===== src/pkg/lqm_pkg.sv =====
// package: register indexes, field positions, reset values and carrier types
package lqm_pkg;

    // ==========================================================
    // register indexes, byte address is four times the index
    localparam logic [11:0] IDX_TRAIN  = 12'h543;
    localparam logic [11:0] IDX_RXTIME = 12'h544;
    localparam logic [11:0] IDX_LATCH  = 12'h545;
    localparam logic [11:0] IDX_COUNTS = 12'h547;
    localparam logic [11:0] IDX_COMM   = 12'h548;
    localparam logic [11:0] IDX_UNCORR = 12'h552;
    localparam logic [11:0] IDX_WDOG   = 12'h559;
    localparam logic [11:0] IDX_SYMPOL = 12'h55B;
    localparam logic [11:0] IDX_NONE   = 12'h000;

    // ==========================================================
    // reset values
    localparam logic [15:0] WDOG_RST   = 16'h0051;
    localparam logic [15:0] SYMPOL_RST = 16'h0000;
    localparam logic [15:0] LATCH_RST  = 16'h0000;
    localparam logic [15:0] COUNT_RST  = 16'h0000;

    // ==========================================================
    // field positions
    localparam int LAT_CHAN   = 5;
    localparam int LAT_INHIB  = 4;
    localparam int LAT_SIGDET = 3;
    localparam int LAT_FERR   = 2;
    localparam int LAT_BLK    = 1;
    localparam int LAT_WDOG   = 0;
    localparam int WDOG_FVAL  = 6;
    localparam int WDOG_FEN   = 5;
    localparam int WDOG_IEEE  = 4;
    localparam int WDOG_TH_HI = 3;
    localparam int SYM_FOLLOW = 4;
    localparam int SYM_RXORD  = 3;
    localparam int SYM_RXPOL  = 2;
    localparam int SYM_TXORD  = 1;
    localparam int SYM_TXPOL  = 0;
    localparam int LOSS_LSB   = 10;

    // ==========================================================
    // timing and symbol coding
    localparam logic [15:0] WDOG_WIN_CYC = 16'h0100;
    localparam logic [1:0]  SYM_ZERO     = 2'h0;
    localparam logic [1:0]  SYM_POS      = 2'h1;
    localparam logic [1:0]  SYM_NEG      = 2'h3;
    localparam int          SYM_N        = 7;

    // ==========================================================
    // carrier types
    typedef logic [SYM_N-1:0][1:0] lqm_symbols_type;

    typedef struct packed {
        logic [7:0] train_ms;
        logic [7:0] remote_ms;
        logic [7:0] local_ms;
        logic       comm_ready;
    } lqm_stat_type;

    typedef struct packed {
        logic link_loss;
        logic link_fail;
        logic uncorr_frame;
        logic chan_good;
        logic fail_inhibit;
        logic sigdet;
        logic send_s;
        logic high_ferr;
        logic blk_lock;
        logic link_up;
        logic is_slave;
        logic rx_pol_detected;
    } lqm_event_type;

    typedef struct packed {
        lqm_symbols_type sym;
    } lqm_map_state_type;

    typedef struct packed {
        logic [31:0] hrdata;
        logic        hreadyout;
        logic        hresp;
        logic        wr_pend;
        logic        rd_pend;
        logic [11:0] idx;
        logic [6:0]  wdog_cfg;
        logic [4:0]  sympol;
        logic [5:0]  latch;
        logic [5:0]  loss_cnt;
        logic [9:0]  fail_cnt;
        logic [15:0] uncorr;
        logic [15:0] win_cnt;
        logic [3:0]  cnt_zero;
        logic [3:0]  cnt_pos;
        logic [3:0]  cnt_neg;
        logic        wdog_ok;
        logic        wdog_status;
        logic        chan_good_q;
    } lqm_state_type;

    localparam lqm_state_type STATE_RST = '{
        default:     '0,
        hreadyout:   1'b1,
        wdog_cfg:    WDOG_RST[6:0],
        sympol:      SYMPOL_RST[4:0],
        latch:       LATCH_RST[5:0],
        loss_cnt:    COUNT_RST[5:0],
        fail_cnt:    COUNT_RST[9:0],
        uncorr:      COUNT_RST,
        wdog_ok:     1'b1,
        wdog_status: 1'b1
    };

endpackage : lqm_pkg


===== src/hdl/lqm_symbol_map.sv =====
// symbol order reversal and polarity inversion for one direction
`timescale 1ns/1ps
`default_nettype none

module lqm_symbol_map (
    input  wire logic                      clock,
    input  wire logic                      rst,
    input  wire logic                      order_inv,
    input  wire logic                      pol_inv,
    input  wire lqm_pkg::lqm_symbols_type  sym_in,
    output var  lqm_pkg::lqm_symbols_type  sym_out
);

    lqm_pkg::lqm_map_state_type st;
    lqm_pkg::lqm_map_state_type next_st;

    // ==========================================================
    // pam3 negate, the unused code maps to zero
    function automatic logic [1:0] negate(input logic [1:0] s);
        if (s == lqm_pkg::SYM_POS) begin
            return lqm_pkg::SYM_NEG;
        end else if (s == lqm_pkg::SYM_NEG) begin
            return lqm_pkg::SYM_POS;
        end
        return lqm_pkg::SYM_ZERO;
    endfunction : negate

    always_comb begin
        next_st = st;
        for (int i = 0; i < lqm_pkg::SYM_N; i++) begin
            if (order_inv) begin
                next_st.sym[i] = sym_in[lqm_pkg::SYM_N-1-i];
            end else begin
                next_st.sym[i] = sym_in[i];
            end
            if (pol_inv) begin
                next_st.sym[i] = negate(next_st.sym[i]);
            end
        end
    end

    always_ff @(posedge clock) begin
        if (rst) begin
            st <= '0;
        end else begin
            st <= next_st;
        end
    end

    assign sym_out = st.sym;

endmodule : lqm_symbol_map

`default_nettype wire


===== src/hdl/lqm_regs.sv =====
// link quality monitor register bank with watchdog and symbol mapping
// Function
// - training time in ms, low byte
// - remote and local receiver times in ms
// - six-bit link loss counter, upper bits
// - ten-bit link fail without loss counter
// - communication ready bit at position zero
// - uncorrectable frame counter, saturating, cleared on read
// - channel good latched low, write zero clears
// - fail inhibit latched high, write zero clears
// - training signal detect latched high
// - high frame error latched high
// - block lock latched low, write zero sets
// - watchdog latched low, write zero sets
// - force enable drives watchdog from force value
// - watchdog counters start after link up
// - symbol counts reaching threshold keep watchdog quiet
// - slave transmit polarity may follow received polarity
// - reverse received symbol order when set
// - invert received symbol polarity when set
// - reverse transmit symbol order when set
// - invert transmit symbol polarity when set
//
// Local design decision: the AHB-Lite interface to the registers.
`timescale 1ns/1ps
`default_nettype none

module lqm_regs (
    input  wire logic                      clock,
    input  wire logic                      rst,
    input  wire logic                      hsel,
    input  wire logic [31:0]               haddr,
    input  wire logic [1:0]                htrans,
    input  wire logic                      hwrite,
    input  wire logic [2:0]                hsize,
    input  wire logic [31:0]               hwdata,
    input  wire logic                      hready,
    output logic      [31:0]               hrdata,
    output logic                           hreadyout,
    output logic                           hresp,
    input  wire lqm_pkg::lqm_stat_type     stat,
    input  wire lqm_pkg::lqm_event_type    evt,
    input  wire lqm_pkg::lqm_symbols_type  tx_sym_in,
    input  wire lqm_pkg::lqm_symbols_type  rx_sym_in,
    output var  lqm_pkg::lqm_symbols_type  tx_sym_out,
    output var  lqm_pkg::lqm_symbols_type  rx_sym_out,
    output logic                           wdog_status
);

    lqm_pkg::lqm_state_type st;
    lqm_pkg::lqm_state_type next_st;

    logic [15:0] rd_val;
    logic        accept;
    logic        rd_clr;
    logic        wr_latch;
    logic        run;
    logic        win_end;
    logic [3:0]  th;
    logic        tx_pol_eff;

    // ==========================================================
    // helpers
    function automatic logic addr_ok(input logic [31:0] a);
        return (a[31:14] == 18'h00000) && (a[1:0] == 2'b00);
    endfunction : addr_ok

    function automatic logic has_kind(input lqm_pkg::lqm_symbols_type s,
                                      input logic [1:0] code);
        logic hit;
        hit = 1'b0;
        for (int i = 0; i < lqm_pkg::SYM_N; i++) begin
            hit = hit | (s[i] == code);
        end
        return hit;
    endfunction : has_kind

    function automatic logic [3:0] inc4(input logic [3:0] c, input logic hit);
        if (hit && c != 4'hF) begin
            return c + 4'h1;
        end
        return c;
    endfunction : inc4

    // ==========================================================
    // next state
    always_comb begin
        next_st  = st;
        rd_val   = 16'h0000;
        accept   = hsel && htrans[1] && hready;
        rd_clr   = st.rd_pend && (st.idx == lqm_pkg::IDX_UNCORR);
        wr_latch = st.wr_pend && (st.idx == lqm_pkg::IDX_LATCH);
        th       = st.wdog_cfg[lqm_pkg::WDOG_TH_HI:0];
        run      = !st.wdog_cfg[lqm_pkg::WDOG_IEEE] || evt.link_up;
        win_end  = (st.win_cnt == lqm_pkg::WDOG_WIN_CYC - 16'h0001);

        // read decode, unmapped and reserved bits read as zero
        if (st.idx == lqm_pkg::IDX_TRAIN) begin
            rd_val = {8'h00, stat.train_ms};
        end else if (st.idx == lqm_pkg::IDX_RXTIME) begin
            rd_val = {stat.remote_ms, stat.local_ms};
        end else if (st.idx == lqm_pkg::IDX_LATCH) begin
            rd_val = {10'h000, st.latch};
        end else if (st.idx == lqm_pkg::IDX_COUNTS) begin
            rd_val = {st.loss_cnt, st.fail_cnt};
        end else if (st.idx == lqm_pkg::IDX_COMM) begin
            rd_val = {15'h0000, stat.comm_ready};
        end else if (st.idx == lqm_pkg::IDX_UNCORR) begin
            rd_val = st.uncorr;
        end else if (st.idx == lqm_pkg::IDX_WDOG) begin
            rd_val = {9'h000, st.wdog_cfg};
        end else if (st.idx == lqm_pkg::IDX_SYMPOL) begin
            rd_val = {11'h000, st.sympol};
        end

        // bus: writes zero wait, reads one wait state
        next_st.hreadyout = 1'b1;
        next_st.hresp     = 1'b0;
        next_st.wr_pend   = 1'b0;
        next_st.rd_pend   = 1'b0;
        if (st.rd_pend) begin
            next_st.hrdata = {16'h0000, rd_val};
        end
        if (accept) begin
            next_st.idx       = addr_ok(haddr) ? haddr[13:2] : lqm_pkg::IDX_NONE;
            next_st.wr_pend   = hwrite;
            next_st.rd_pend   = !hwrite;
            next_st.hreadyout = hwrite;
        end

        // writable fields only; statistics are never written
        if (st.wr_pend && st.idx == lqm_pkg::IDX_WDOG) begin
            next_st.wdog_cfg = hwdata[6:0];
        end
        if (st.wr_pend && st.idx == lqm_pkg::IDX_SYMPOL) begin
            next_st.sympol = hwdata[4:0];
        end

        // counters, saturating; link counters live until reset, frame counter cleared on read
        if (evt.link_loss && st.loss_cnt != 6'h3F) begin
            next_st.loss_cnt = st.loss_cnt + 6'h01;
        end
        if (evt.link_fail && st.fail_cnt != 10'h3FF) begin
            next_st.fail_cnt = st.fail_cnt + 10'h001;
        end
        // a frame seen during the clearing read counts as one
        next_st.uncorr = rd_clr ? 16'h0000 : st.uncorr;
        if (evt.uncorr_frame && next_st.uncorr != 16'hFFFF) begin
            next_st.uncorr = next_st.uncorr + 16'h0001;
        end

        // latched flags: hardware events win over software writes
        next_st.chan_good_q = evt.chan_good;
        if (wr_latch && !hwdata[lqm_pkg::LAT_CHAN]) begin
            next_st.latch[lqm_pkg::LAT_CHAN] = 1'b0;
        end
        if (evt.chan_good && !st.chan_good_q) begin
            next_st.latch[lqm_pkg::LAT_CHAN] = 1'b1;
        end
        if (!evt.chan_good) begin
            next_st.latch[lqm_pkg::LAT_CHAN] = 1'b0;
        end
        if (wr_latch && !hwdata[lqm_pkg::LAT_INHIB]) begin
            next_st.latch[lqm_pkg::LAT_INHIB] = 1'b0;
        end
        if (evt.fail_inhibit) begin
            next_st.latch[lqm_pkg::LAT_INHIB] = 1'b1;
        end
        if (wr_latch && !hwdata[lqm_pkg::LAT_SIGDET]) begin
            next_st.latch[lqm_pkg::LAT_SIGDET] = 1'b0;
        end
        if (evt.sigdet && evt.send_s) begin
            next_st.latch[lqm_pkg::LAT_SIGDET] = 1'b1;
        end
        if (wr_latch && !hwdata[lqm_pkg::LAT_FERR]) begin
            next_st.latch[lqm_pkg::LAT_FERR] = 1'b0;
        end
        if (evt.high_ferr) begin
            next_st.latch[lqm_pkg::LAT_FERR] = 1'b1;
        end
        if (wr_latch && !hwdata[lqm_pkg::LAT_BLK]) begin
            next_st.latch[lqm_pkg::LAT_BLK] = 1'b1;
        end
        if (!evt.blk_lock) begin
            next_st.latch[lqm_pkg::LAT_BLK] = 1'b0;
        end
        if (wr_latch && !hwdata[lqm_pkg::LAT_WDOG]) begin
            next_st.latch[lqm_pkg::LAT_WDOG] = 1'b1;
        end
        if (!st.wdog_status) begin
            next_st.latch[lqm_pkg::LAT_WDOG] = 1'b0;
        end

        // watchdog windows over received symbols
        if (!run) begin
            next_st.win_cnt  = 16'h0000;
            next_st.cnt_zero = 4'h0;
            next_st.cnt_pos  = 4'h0;
            next_st.cnt_neg  = 4'h0;
            next_st.wdog_ok  = 1'b1;
        end else begin
            next_st.cnt_zero = inc4(st.cnt_zero, has_kind(rx_sym_in, lqm_pkg::SYM_ZERO));
            next_st.cnt_pos  = inc4(st.cnt_pos, has_kind(rx_sym_in, lqm_pkg::SYM_POS));
            next_st.cnt_neg  = inc4(st.cnt_neg, has_kind(rx_sym_in, lqm_pkg::SYM_NEG));
            next_st.win_cnt  = st.win_cnt + 16'h0001;
            if (win_end) begin
                next_st.wdog_ok = (next_st.cnt_zero >= th) &&
                                  (next_st.cnt_pos >= th) &&
                                  (next_st.cnt_neg >= th);
                next_st.win_cnt  = 16'h0000;
                next_st.cnt_zero = 4'h0;
                next_st.cnt_pos  = 4'h0;
                next_st.cnt_neg  = 4'h0;
            end
        end
        if (st.wdog_cfg[lqm_pkg::WDOG_FEN]) begin
            next_st.wdog_status = st.wdog_cfg[lqm_pkg::WDOG_FVAL];
        end else begin
            next_st.wdog_status = st.wdog_ok;
        end

        // slave may take its transmit polarity from the receiver
        if (st.sympol[lqm_pkg::SYM_FOLLOW] && evt.is_slave) begin
            tx_pol_eff = evt.rx_pol_detected;
        end else begin
            tx_pol_eff = st.sympol[lqm_pkg::SYM_TXPOL];
        end
    end

    always_ff @(posedge clock) begin
        if (rst) begin
            st <= lqm_pkg::STATE_RST;
        end else begin
            st <= next_st;
        end
    end

    // ==========================================================
    // symbol mapping; order reversal only makes sense between like devices
    lqm_symbol_map u_tx_map (
        .clock     (clock),
        .rst       (rst),
        .order_inv (st.sympol[lqm_pkg::SYM_TXORD]),
        .pol_inv   (tx_pol_eff),
        .sym_in    (tx_sym_in),
        .sym_out   (tx_sym_out)
    );

    lqm_symbol_map u_rx_map (
        .clock     (clock),
        .rst       (rst),
        .order_inv (st.sympol[lqm_pkg::SYM_RXORD]),
        .pol_inv   (st.sympol[lqm_pkg::SYM_RXPOL]),
        .sym_in    (rx_sym_in),
        .sym_out   (rx_sym_out)
    );

    assign hrdata      = st.hrdata;
    assign hreadyout   = st.hreadyout;
    assign hresp       = st.hresp;
    assign wdog_status = st.wdog_status;
endmodule : lqm_regs

`default_nettype wire


===== config.mk =====
export PLATFORM = sky130hd
export DESIGN_NAME = lqm_regs
export DESIGN_NICKNAME = d
export VERILOG_FILES = /design/src/pkg/lqm_pkg.sv /design/src/hdl/lqm_symbol_map.sv /design/src/hdl/lqm_regs.sv
export SDC_FILE = /design/constraint.sdc
export NUM_CORES = 1
export LEC_CHECK = 0
export ABC_CLOCK_PERIOD_IN_PS = 4700
export BUFFER_PORTS_ARGS = -buffer_cell sky130_fd_sc_hd__buf_2
export CORE_MARGIN = 2
export CORE_UTILIZATION = 57
export CTS_CLUSTER_DIAMETER = 100
export DETAILED_ROUTE_END_ITERATION = 10
export PLACE_DENSITY = 0.91
export SLEW_MARGIN = 20
export SYNTH_ARGS = -nofsm -noshare
export SYNTH_HDL_FRONTEND = slang
export SYNTH_SLANG_ARGS = --single-unit

===== constraint.sdc =====
create_clock -name clock -period 4.7 [get_ports clock]
set_clock_uncertainty 0.15 [all_clocks]
set_input_delay 0.235 -clock clock [delete_from_list [all_inputs] [get_ports clock]]
set_output_delay 0.235 -clock clock [all_outputs]
set_load 0.01 [all_outputs]

**Yosys cells after proc, flatten, opt, wreduce, memory -nomap -nowiden**

Cells that the tools add are included.

- $add $sub $neg: 7
- Order comparisons: 3
- Equal/unequal tests: 55
- Multiplexer cells: 146
- Bitwise operators: 23
- Reduce and logical (&&, ||, !) cells: 53

Operators by type and width:

| kind | number |
|---|---|
| 2-bit 2-to-1 mux | 68 |
| 16-bit 2-to-1 mux | 8 |
| 12-bit by 11-bit == test with 1-bit output, second input constant | 8 |
| 1-bit 2-to-1 mux | 58 |
| 2-bit by 1-bit == test with 1-bit output, second input constant | 20 |
| 2-bit == test, second input constant | 20 |
| 4-bit 2-to-1 mux | 9 |
| 16-bit by 1-bit adder with 16-bit output, second input constant | 2 |
| 1-bit logical AND | 24 |
| 18-bit zero test | 1 |
| 1-bit bitwise OR | 18 |
| 16-bit by 8-bit == test with 1-bit output, second input constant | 1 |
| 2-bit zero test | 8 |
| 16-bit inequality test, second input constant | 1 |
| 4-bit by 1-bit adder with 4-bit output, second input constant | 3 |
| 4-bit greater-or-equal comparator | 3 |
| 12-bit 2-to-1 mux | 1 |
| 4-bit inequality test, second input constant | 3 |
| 10-bit by 1-bit adder with 10-bit output, second input constant | 1 |
| 10-bit inequality test, second input constant | 1 |
| 2-bit OR reduction | 5 |
| 1-bit zero test | 9 |
| 2-bit nonzero test | 4 |
| 7-bit 2-to-1 mux | 1 |
| other kinds (6) | 10 |

- Flip-flop bits (word level): 141
- Output and inout port bits: 63
- Word-level logic and storage cells: 325

**Logic depth before layout (Yosys ltp)**

Gate-level depths: netlist of run 1.

- Depth after elaboration: 15
- Depth in mapped cells: 13
- Mapped depth without buffers: 11

**Hierarchy**

A second synthesis of run 1 with hierarchy kept.

- Cells, all modules: 823
- Area, all modules: 7,094.3 um2

Modules (own cells, without submodules):

| module | instances | cells each | area an instance (um2) | seq. area each (um2) |
|---|---|---|---|---|
| lqm_regs | 1 | 715 | 5,988.2 | 2,242.2 |
| lqm_symbol_map | 2 | 54 | 553.0 | 280.3 |

**Worst setup path before layout of run 1**

Ideal clock, no wire load.

- Path type: register to register
- Start point: register st[90] (netlist name)
- End point: register st[32] (netlist name)
- Library setup time: 0.132 ns
- Arrival: 2.690 ns
- Data required time: 4.418 ns
- Path slack: 1.728 ns
- Stages on the path, launching flop included: 14
- Path buffers: 3
- Clock period less this slack: 2.972 ns
- Cell sequence: dfxtp_1 and4bb_2 buf_4 and4_2 buf_2 nand2_1 and2_1 ha_1 nand3_1 or3_1 clkbuf_1 or2_1 o211ai_1 a21oi_1

- Longest elaborated chain between the ends: 6
- Elaborated cells on any way between the ends: 7
- Those cells by class: add/sub: 1; eq/ne: 2; mux: 2; reduce/logical: 2

Ends and longest elaborated chain:

| what | RTL line | text |
|---|---|---|
| start: declaration | lqm_regs.sv:50 | `lqm_pkg::lqm_state_type st;` |
| start signal: assignment | lqm_regs.sv:232 | `st <= lqm_pkg::STATE_RST;` |
| start signal: assignment | lqm_regs.sv:234 | `st <= next_st;` |
| 12-bit by 11-bit == test with 1-bit output * | lqm_regs.sv:91 | `rd_clr = st.rd_pend && (st.idx == lqm_pkg::IDX_UNCORR);` |
| 1-bit logical AND * | lqm_regs.sv:91 |  |
| 16-bit 2-to-1 mux * | lqm_regs.sv:147 | `next_st.uncorr = rd_clr ? 16'h0000 : st.uncorr;` |
| parallel branches: the longest is 2 deep, another holds 16-bit by 1-bit adder with 16-bit output | - |  |
| 16-bit 2-to-1 mux * | lqm_regs.sv:148 | `if (evt.uncorr_frame && next_st.uncorr != 16'hFFFF) begin` |

Mark *: on every way between the ends.
A chain may end at the register's enable or synchronous reset.

**Final worst setup path of run 1**

- Start point: register st[81] (netlist name)
- End point: register st[32] (netlist name)

Same word-level chain as after synthesis.

==> flow_summary_export.csv, run 1 <==
group,metric,value,unit
placement,place_area,0.00783,mm^2
final_layout,utilization,0.749,
grt,grt_max_degree,72,
grt,grt_overflow,0,
sta,worstMarginPinSlew,1.06,ns
synth,yosysSeqAreaShare,0.391,
critical_path,endpoint_kind,"flip-flop",
clocking,cts_sinks,140,
route,drt_pre_antenna_iters,7,
grt,antenna_found_initial,0,
grt,globalRouteMet1Util,0.366,
synth,yosysUniqueCellTypes,74,
sta,finalHoldViolations,0,
synth,ys_ff_latch,140,
final_layout,area_growth,27.1,%
critical_path,arrival,3.87,ns
route,drc,0,
critical_path,crit_path_max_fanout,23,
sta,finalSetupTns,0,ns
route,wl,21.9,mm
run_status,status,"complete, no violations",
synth,synth_area_per_cell,9.03,um^2
clocking,htreeDepth,4,
worst_hold_path,hp-class,"primary input to flip-flop",
grt,grt_pass1_vias,6958,
sta,max_slew_margin,0.287,
clocking,cts_buffer_depth,2,
critical_path,start_kind,"flip-flop",
synth,ys_warn_count,0,
clocking,cts_tree,"built",
final_layout,num-fill-cells,766,
placement,post-dp-hpwl,13.2,mm
grt,met2_usage,0.560,
pwr,peakVddDrop,0.255,mV
floorplan,die_x,116,um
sta,fmax,0.267,GHz
synth,synthFlopType,"dfxtp_1",
route,post_drt_wl_per_cell,18.9,um
clocking,numCtsBuffers,17,
clocking,cts_root_buffer,"clkbuf_16",
critical_path,required,4.83,ns
final_layout,antennaDiodeCount,0,
sta,maxSlewViolCount,0,
clocking,ctsResizeCount,0,
route,drtIter0Drc,892,
sta,period_share,0.796,
floorplan,core-area,0.0122,mm^2
route,vias_per_cell,6.12,
synth,async_reset_ff_frac,0,
flow_run,maxCapViolations,0,
sta,min_period,3.74,ns
grt,grt_pass1_wl,34.1,mm
final_layout,mostFrequentLayoutCells,"buf_2, dfxtp_1, nor2_1, dlygate4sd3_1, nand2_1",
route,vias,7094,
sta,setup_viol,0,
placement,port_buffers,155,
clocking,clkLatencyLatePin,0.43,ns
sta,rsz0062_at_grt,"no",
floorplan,dieArea,0.0135,mm^2
grt,grt.busiest_layer,"met2",
final_layout,finalInstanceArea,0.00911,mm^2
synth,synth_edf_count,0,
final_layout,multiInputGateArea,0.00395,mm^2
route,antenna_left,0,
final_layout,layout_commonest_cell,"buf_2",
grt,grtUsageMet3,0.0721,
synth,syn_inst,794,
grt,grt_util_all_layers,0.329,
clocking,cts_setup_buffers,0,
floorplan,die_h,116,um
floorplan,rows,40,
sta,whs,0.00371,ns
clocking,path_clk_slew,0.06,ns
final_layout,layout.nets,1136,
pwr,cellLeakagePower,3.72,nW
floorplan,ios,202,
floorplan,start_util,0.589,
clocking,cts_hold_buffers,62,
critical_path,path_class,"flip-flop to flip-flop",
final_layout,seq_area,0.00280,mm^2
synth,syn-cell-area,0.00717,mm^2
final_layout,drive_gt1_frac,0.229,
pwr,power_density,330,mW/mm^2
placement,place_congestion,0.888,
[kinds of logic (layout without fill, tap and decap cells)]
kind of cell    count (synthesis)  count (layout)  share of synthesized area
compound gates                143             143                      0.137
fa+ha+maj                      19              19                     0.0332
flops                         140             140                      0.391
buf+inv                        90             271                     0.0670
other cells                     1              17                   0.000523
simple gates                  310             310                      0.229
mux                            51              51                     0.0941
xor+xnor                       40              40                     0.0489
[flip-flops by register name (all words and copies together) (netlist names)]
signal            count
u_tx_map.sym_out     14
u_rx_map.sym_out     14
st                   94
hreadyout             1
hrdata               16
wdog_status           1
[worst paths after layout]
check | endpoint | cells after the start | slack (ns) | from
worst max register to register | st[32] | 10 | 0.96 | st[81]
worst min register to register | st[68] | 1 | 0.29 | st[0]
worst max-delay path | st[32] | 10 | 0.96 | st[81]
worst min-delay path | st[49] | 3 | 0.004 | evt[10]
[metrics by stage]
step | std cells | power (mW) | worst slack [ns]
floorplan | 810 | 1.37 | 1.73
global placement | 1065 | 1.45 | 1.18
detailed placement | 1065 | 1.46 | 1.09
CTS | 1159 | 2.98 | 1.02
global route | 1159 | 3.07 | 0.775
finish | 1159 | 3.00 | 0.959
[per-layer routing]
layer,routed length [um],vias up
met5,0,-
met4,1410,0
met3,1790,129
met2,10700,476
met1,8030,3301
li1,-,3188
[synthesized netlist by cell type, types with 9 or more instances]
cell,instances,area share
dfxtp_1,140,0.39
nor2_1,99,0.052
nand2_1,50,0.026
buf_4,34,0.036
o21ai_0,33,0.023
xor2_1,32,0.039
mux2i_1,31,0.043
a21oi_1,28,0.020
nand3_1,28,0.020
nor2b_1,22,0.019
clkbuf_1,20,0.010
ha_1,19,0.033
inv_1,18,0.0094
a22oi_1,17,0.018
and2_1,15,0.013
nand4_1,14,0.012
nor3_1,13,0.0091
and3_1,12,0.010
buf_2,12,0.0084
mux4_2,12,0.038
a222oi_1,10,0.014
nor4_1,9,0.0079
[where the power goes]
group	internal (mW)	total (mW)	switching (mW)	leakage, nW
Sequential	1.21	1.23	0.0189	1.14
Combinational	0.126	0.257	0.131	2.26
Clock	0.958	1.51	0.555	0.321
[critical path, cell delays in order, from the launching register on]
cell and delay, ns:
dfxtp_1 0.81, inv_1 0.36, and4_2 0.37, nand2_1 0.22, and2_1 0.16, ha_1 0.22, nand3_1 0.20, or3_1 0.53
or2_1 0.29, o211ai_1 0.17, a21oi_1 0.09
[layout make-up]
| class | count | area share |
|---|---|---|
| multi-input combinational | 580 | 0.433 |
| sequential | 140 | 0.308 |
| timing repair buffer | 221 | 0.157 |
| clock buffer | 18 | 0.0482 |
| clock inverter | 14 | 0.0238 |
| tap | 168 | 0.0231 |
| inverter | 18 | 0.00742 |
Note: power is estimated with default switching activity, not from simulation.
==> run 2, diff against run 1 <==
ABC_CLOCK_PERIOD_IN_PS = 3700   (was 4700)
CORE_UTILIZATION = 53   (was 57)
PLACE_DENSITY = 0.86   (was 0.91)
clock period = 3.7 ns   (was 4.7 ns; I/O delays follow)
==> run 2 against run 1 <==
Net effect: flip-flop and latch count is the same; cell count up 1.9%; largest power group unchanged; global-route usage fell by 4.6 points; largest cell class unchanged; worst setup slack got worse by 0.57 ns; routed wire length is 6.0% lower; highest routed layer unchanged; critical path depth unchanged.
==> flow_summary_export.csv, run 2 (same netlist as run 1, synthesis figures left out) <==
group,metric,value,unit
run_status,status,"complete, no violations",
pwr,sw_frac_of_total,0.237,
clocking,ctsResizeCount,0,
grt,antenna_found_initial,1,
pwr,peakVddDrop,0.277,mV
clocking,cts_root_buffer,"clkbuf_16",
clocking,cts_setup_buffers,0,
sta,finalHoldViolations,0,
sta,min_period,3.31,ns
sta,worstMarginPinSlew,1.02,ns
floorplan,die_x,120,um
sta,finalSetupTns,0,ns
grt,grt_pass1_wl,32.3,mm
flow_run,maxCapViolations,0,
clocking,path_clk_slew,0.06,ns
route,wl_met1,7.88,mm
clocking,cts_buffer_depth,2,
route,drt_pre_antenna_iters,6,
placement,place_congestion,0.873,
critical_path,endpoint_kind,"flip-flop",
route,antenna_left,0,
route,vias,6887,
final_layout,mostFrequentLayoutCells,"buf_2, dfxtp_1, nor2_1, dlygate4sd3_1, nand2_1",
critical_path,required,3.91,ns
critical_path,crit_path_max_fanout,12,
critical_path,arrival,3.52,ns
floorplan,die_h,120,um
sta,period_share,0.895,
clocking,numCtsBuffers,17,
pwr,power.internal,2.78,mW
critical_path,path_buf_inv,0,
grt,grt_pass1_vias,6620,
clocking,htreeDepth,4,
route,post_drt_wl_per_cell,17.4,um
placement,place_area,0.00788,mm^2
sta,setup_viol,0,
clocking,cts_hold_buffers,70,
clocking,cts_sinks,140,
sta,rsz0062_at_grt,"no",
sta,maxSlewViolCount,0,
route,drtIter0Drc,631,
final_layout,finalInstanceArea,0.00919,mm^2
final_layout,area_growth,28.2,%
pwr,power_density,397,mW/mm^2
floorplan,start_util,0.541,
critical_path,slowest_delay,0.54,ns
critical_path,path_class,"flip-flop to flip-flop",
floorplan,rows,42,
floorplan,dieArea,0.0145,mm^2
pwr,p_comb_frac,0.091,
grt,grt_util_all_layers,0.282,
route,vias_per_cell,5.83,
floorplan,core-area,0.0132,mm^2
pwr,cellLeakagePower,3.76,nW
final_layout,layout.nets,1149,
clocking,clkLatencyLatePin,0.42,ns
critical_path,cp_top_family,"simple AND/OR/NAND/NOR gates",
sta,max_slew_margin,0.312,
critical_path,crit_chain,"and4bb_2 -> and4_2 -> nand2_1 -> and2_1 -> ha_1 -> nand3_1 -> or3_1 -> o21ai_2 -> or4_1 -> nand2_1",
route,drc,0,
placement,post-dp-hpwl,13.0,mm
sta,fmax,0.302,GHz
critical_path,crit_top_cell,"nand2_1",
pwr,pwr-share-seq,0.428,
final_layout,largest_reg_flops,94,
placement,port_buffers,155,
route,met2_length,10.4,mm
final_layout,regMostFlops,"st",
worst_hold_path,hp-start,"evt[9]",
critical_path,cp_slowest_cell,"dfxtp_1",
grt,grt_overflow,0,
critical_path,worstReg2RegStart,"st[85]",
worst_hold_path,hp-class,"primary input to flip-flop",
floorplan,ios,202,
grt,grt_max_degree,43,
final_layout,drive_gt1_frac,0.231,
critical_path,startpoint,"st[85]",
route,routed.top_layer,"met4",
final_layout,num-fill-cells,964,
pwr,power_frac_clock,0.481,
pwr,power.switching,866,uW
critical_path,start_kind,"flip-flop",
clocking,cts_tree,"built",
route,wl,20.6,mm
route,wl_met3,1.48,mm
sta,whs,0.0463,ns
final_layout,layout_commonest_cell,"buf_2",
## run 2: per-stage QoR
step | setup slack (ns) | util | total power [mW] | cells
floorplan | 0.728 | - | 1.74 | 810
global placement | 0.500 | 0.595 | 1.84 | 1078
detailed placement | 0.466 | 0.595 | 1.85 | 1078
CTS | 0.441 | 0.694 | 3.64 | 1180
global route | 0.227 | 0.694 | 3.75 | 1181
finish | 0.390 | 0.694 | 3.65 | 1181
## run 2: power by group through the flow
stage	Sequential, mW	Clock [mW]	Combinational, mW
after floorplan	1.60	0	0.144
after global placement	1.59	0	0.249
after detailed placement	1.59	0	0.258
after CTS	1.56	1.76	0.319
after global routing	1.56	1.83	0.358
final	1.56	1.76	0.332
## run 2: per-layer routing
layer | global-route usage | up-vias
met5 | 0 | -
li1 | - | 3221
met4 | 0.148 | 0
met2 | 0.496 | 343
met1 | 0.320 | 3259
met3 | 0.0632 | 64
## run 2: cell type report
type                       instances  area (um^2)  share of cell area
antenna                            1         2.50            0.000272
clock buffer                      18          439              0.0478
clock inverter                    14          169              0.0184
inverter                          18         67.6             0.00735
multi-input combinational        580         3950               0.429
sequential                       140         2800               0.305
tap                              176          220              0.0240
timing repair buffer             234         1540               0.168
## run 2: worst register-to-register path: cells and delay by family (launching register included)
| family | cells | cell delay [ns] |
|---|---|---|
| compound gates | 1 | 0.11 |
| fa+ha+maj | 1 | 0.24 |
| flops | 1 | 0.54 |
| simple gates | 8 | 2.20 |
## run 2: path summary, 6_finish.rpt
path / slack (ns) / to / cells past startpoint
worst max-delay path: 0.39 / st[35] / 10
worst min-delay path: 0.05 / st[31] / 3
worst max register to register: 0.39 / st[35] / 10
worst min register to register: 0.25 / st[68] / 1
==> run 3, diff against run 2 <==
--- a/config.mk
+++ b/config.mk
@@ -12,4 +12,5 @@
 export CTS_CLUSTER_DIAMETER = 100
 export DETAILED_ROUTE_END_ITERATION = 10
+export HOLD_SLACK_MARGIN = 0.1
 export PLACE_DENSITY = 0.86
 export SLEW_MARGIN = 20
==> constraint.sdc (replaced) <==
create_clock -name clock -period 3.7 [get_ports clock]
set_clock_uncertainty 0.15 [all_clocks]
set_input_delay 0.37 -clock clock [delete_from_list [all_inputs] [get_ports clock]]
set_output_delay 0.37 -clock clock [all_outputs]
set_load 0.01 [all_outputs]
==> run 3 against run 2 <==
Net effect: worst setup slack lost 0.025 ns; fmax decreased by 0.76%; sequential share of layout area is 1.0 points higher; clock-buffer cell count rose by 2; largest cell class unchanged.
==> flow_summary_export.csv, run 3 (same netlist as run 1, synthesis figures left out) <==
group,metric,value,unit
pwr,power_density,390,mW/mm^2
final_layout,antennaDiodeCount,0,
critical_path,path_class,"flip-flop to flip-flop",
sta,worstMarginPinSlew,0.813,ns
placement,port_buffers,155,
critical_path,cp_top_family,"simple AND/OR/NAND/NOR gates",
final_layout,mostFrequentLayoutCells,"buf_2, dfxtp_1, nor2_1, nand2_1, dlygate4sd3_1",
route,drc,0,
critical_path,crit_end,"st[35]",
worst_hold_path,hp-class,"primary input to flip-flop",
grt,grt_pass1_wl,30.4,mm
pwr,pwr-share-seq,0.450,
final_layout,layout.nets,1125,
route,drt_pre_antenna_iters,6,
critical_path,crit_chain,"and4bb_2 -> and4_2 -> nand2_1 -> and2_1 -> ha_1 -> nand3_1 -> or3_1 -> o21ai_2 -> or4_1 -> nand2_1",
clocking,numCtsBuffers,17,
sta,finalSetupTns,0,ns
sta,rsz0062_at_grt,"no",
pwr,sw_frac_of_total,0.234,
sta,min_period,3.34,ns
grt,grt_overflow,0,
pwr,cellLeakagePower,3.62,nW
critical_path,rr_worst_depth,10,
clocking,path_clk_slew,0.06,ns
critical_path,path_buf_inv,0,
placement,place_congestion,0.841,
floorplan,die_x,120,um
final_layout,num-fill-cells,1029,
pwr,power_frac_clock,0.463,
grt,grt_util_all_layers,0.264,
critical_path,startpoint,"st[85]",
floorplan,ios,202,
critical_path,r2r_setup_slack,0.36,ns
clocking,cts_sinks,140,
pwr,power.internal,2.66,mW
sta,fmax,0.300,GHz
clocking,cts_setup_buffers,0,
critical_path,worstReg2RegStart,"st[85]",
route,wl,19.0,mm
clocking,ctsResizeCount,0,
grt,grt_max_degree,46,
final_layout,utilization,0.672,
pwr,p_comb_frac,0.086,
sta,fin_ws,0.365,ns
critical_path,rr_endpoint,"st[35]",
final_layout,largest_reg_flops,94,
final_layout,regMostFlops,"st",
critical_path,crit_path_max_fanout,12,
critical_path,required,3.91,ns
route,drtIter0Drc,461,
floorplan,start_util,0.541,
grt,grt_pass1_vias,6487,
floorplan,die_h,120,um
pwr,power.switching,813,uW
floorplan,core-area,0.0132,mm^2
flow_run,maxCapViolations,0,
route,vias,6619,
clocking,cts_hold_buffers,44,
critical_path,crit_top_cell,"nand2_1",
clocking,htreeDepth,4,
pwr,peakVddDrop,0.656,mV
pwr,power.total,3.47,mW
route,post_drt_wl_per_cell,16.5,um
sta,maxSlewViolCount,0,
floorplan,dieArea,0.0145,mm^2
run_status,status,"complete, no violations",
placement,post-dp-hpwl,12.9,mm
clocking,clkLatencyLatePin,0.42,ns
clocking,cts_root_buffer,"clkbuf_16",
sta,setup_viol,0,
final_layout,area_growth,24.1,%
sta,period_share,0.901,
sta,max_slew_margin,0.456,
critical_path,endpoint_kind,"flip-flop",
final_layout,drive_gt1_frac,0.237,
placement,place_ws,0.447,ns
clocking,cts_tree,"built",
critical_path,start_kind,"flip-flop",
final_layout,layout_commonest_cell,"buf_2",
clocking,cts_buffer_depth,2,
sta,finalHoldViolations,0,
critical_path,worst-path-stages,10,
critical_path,arrival,3.55,ns
floorplan,rows,42,
critical_path,slowest_delay,0.54,ns
route,antenna_left,0,
critical_path,cp_slowest_cell,"dfxtp_1",
route,vias_per_cell,5.74,
grt,antenna_found_initial,0,
## run 3: cell count changes in the layout (fill, tap and decap cells not counted)
cell           before  now
buf_4               9   11
clkbuf_8            1    3
inv_6               1    0
clkinvlp_4          2    3
dlygate4sd3_1      70   44
bufinv_16           3    1
clkinv_4            4    3
clkinv_2            4    3
diode_2             1    0
## run 3: worst min path at each step
stage | end | startpoint | slack (ns) | cells past startpoint
floorplan | st[68] | st[0] | 0.23 | 1
global placement | st[68] | st[0] | 0.24 | 1
detailed placement | st[68] | st[0] | 0.25 | 1
CTS | u_rx_map.sym_out[2] | rx_sym_in[10] | 0.10 | 3
global route | u_rx_map.sym_out[0] | rx_sym_in[0] | 0.12 | 3
finish | hrdata[8] | stat[9] | 0.11 | 3
## run 3: metrics by stage
stage	instances	cell area [um^2]	hold slack [ns]
after floorplan	810	7230	0.234
after CTS	1154	8890	0.100
final	1154	8890	0.113
after global routing	1154	8890	0.119
after global placement	1080	7890	0.236
after detailed placement	1080	7890	0.246
## run 3: worst min-delay path, stage by stage
cell      delay [ns]
buf_2           0.08
a222oi_1        0.07
o21ai_0         0.13
## run 3: area by class of cell
cell class              instances  area (um^2)  area share
clock buffers                  20          467      0.0525
inverters                      18         67.6     0.00760
repair buffers                210         1300       0.146
well taps                     176          220      0.0248
flip-flops and latches        140         2800       0.315
multi-input cells             580         3950       0.444
clock inverters                10         93.8      0.0106
## run 3: power groups by stage
| stage | Sequential [mW] | Clock (mW) | Combinational [mW] |
|---|---|---|---|
| after floorplan | 1.60 | 0 | 0.144 |
| after global placement | 1.59 | 0 | 0.249 |
| after detailed placement | 1.59 | 0 | 0.255 |
| after CTS | 1.56 | 1.62 | 0.295 |
| after global routing | 1.57 | 1.70 | 0.327 |
| final | 1.56 | 1.61 | 0.299 |
## run 3: routing by layer
layer / vias to the layer above / global-route usage / wire (um)
li1: 3158 / - / -
met1: 3136 / 0.300 / 7520
met2: 269 / 0.474 / 9700
met3: 56 / 0.0608 / 1210
met4: 0 / 0.116 / 587
met5: - / 0 / 0
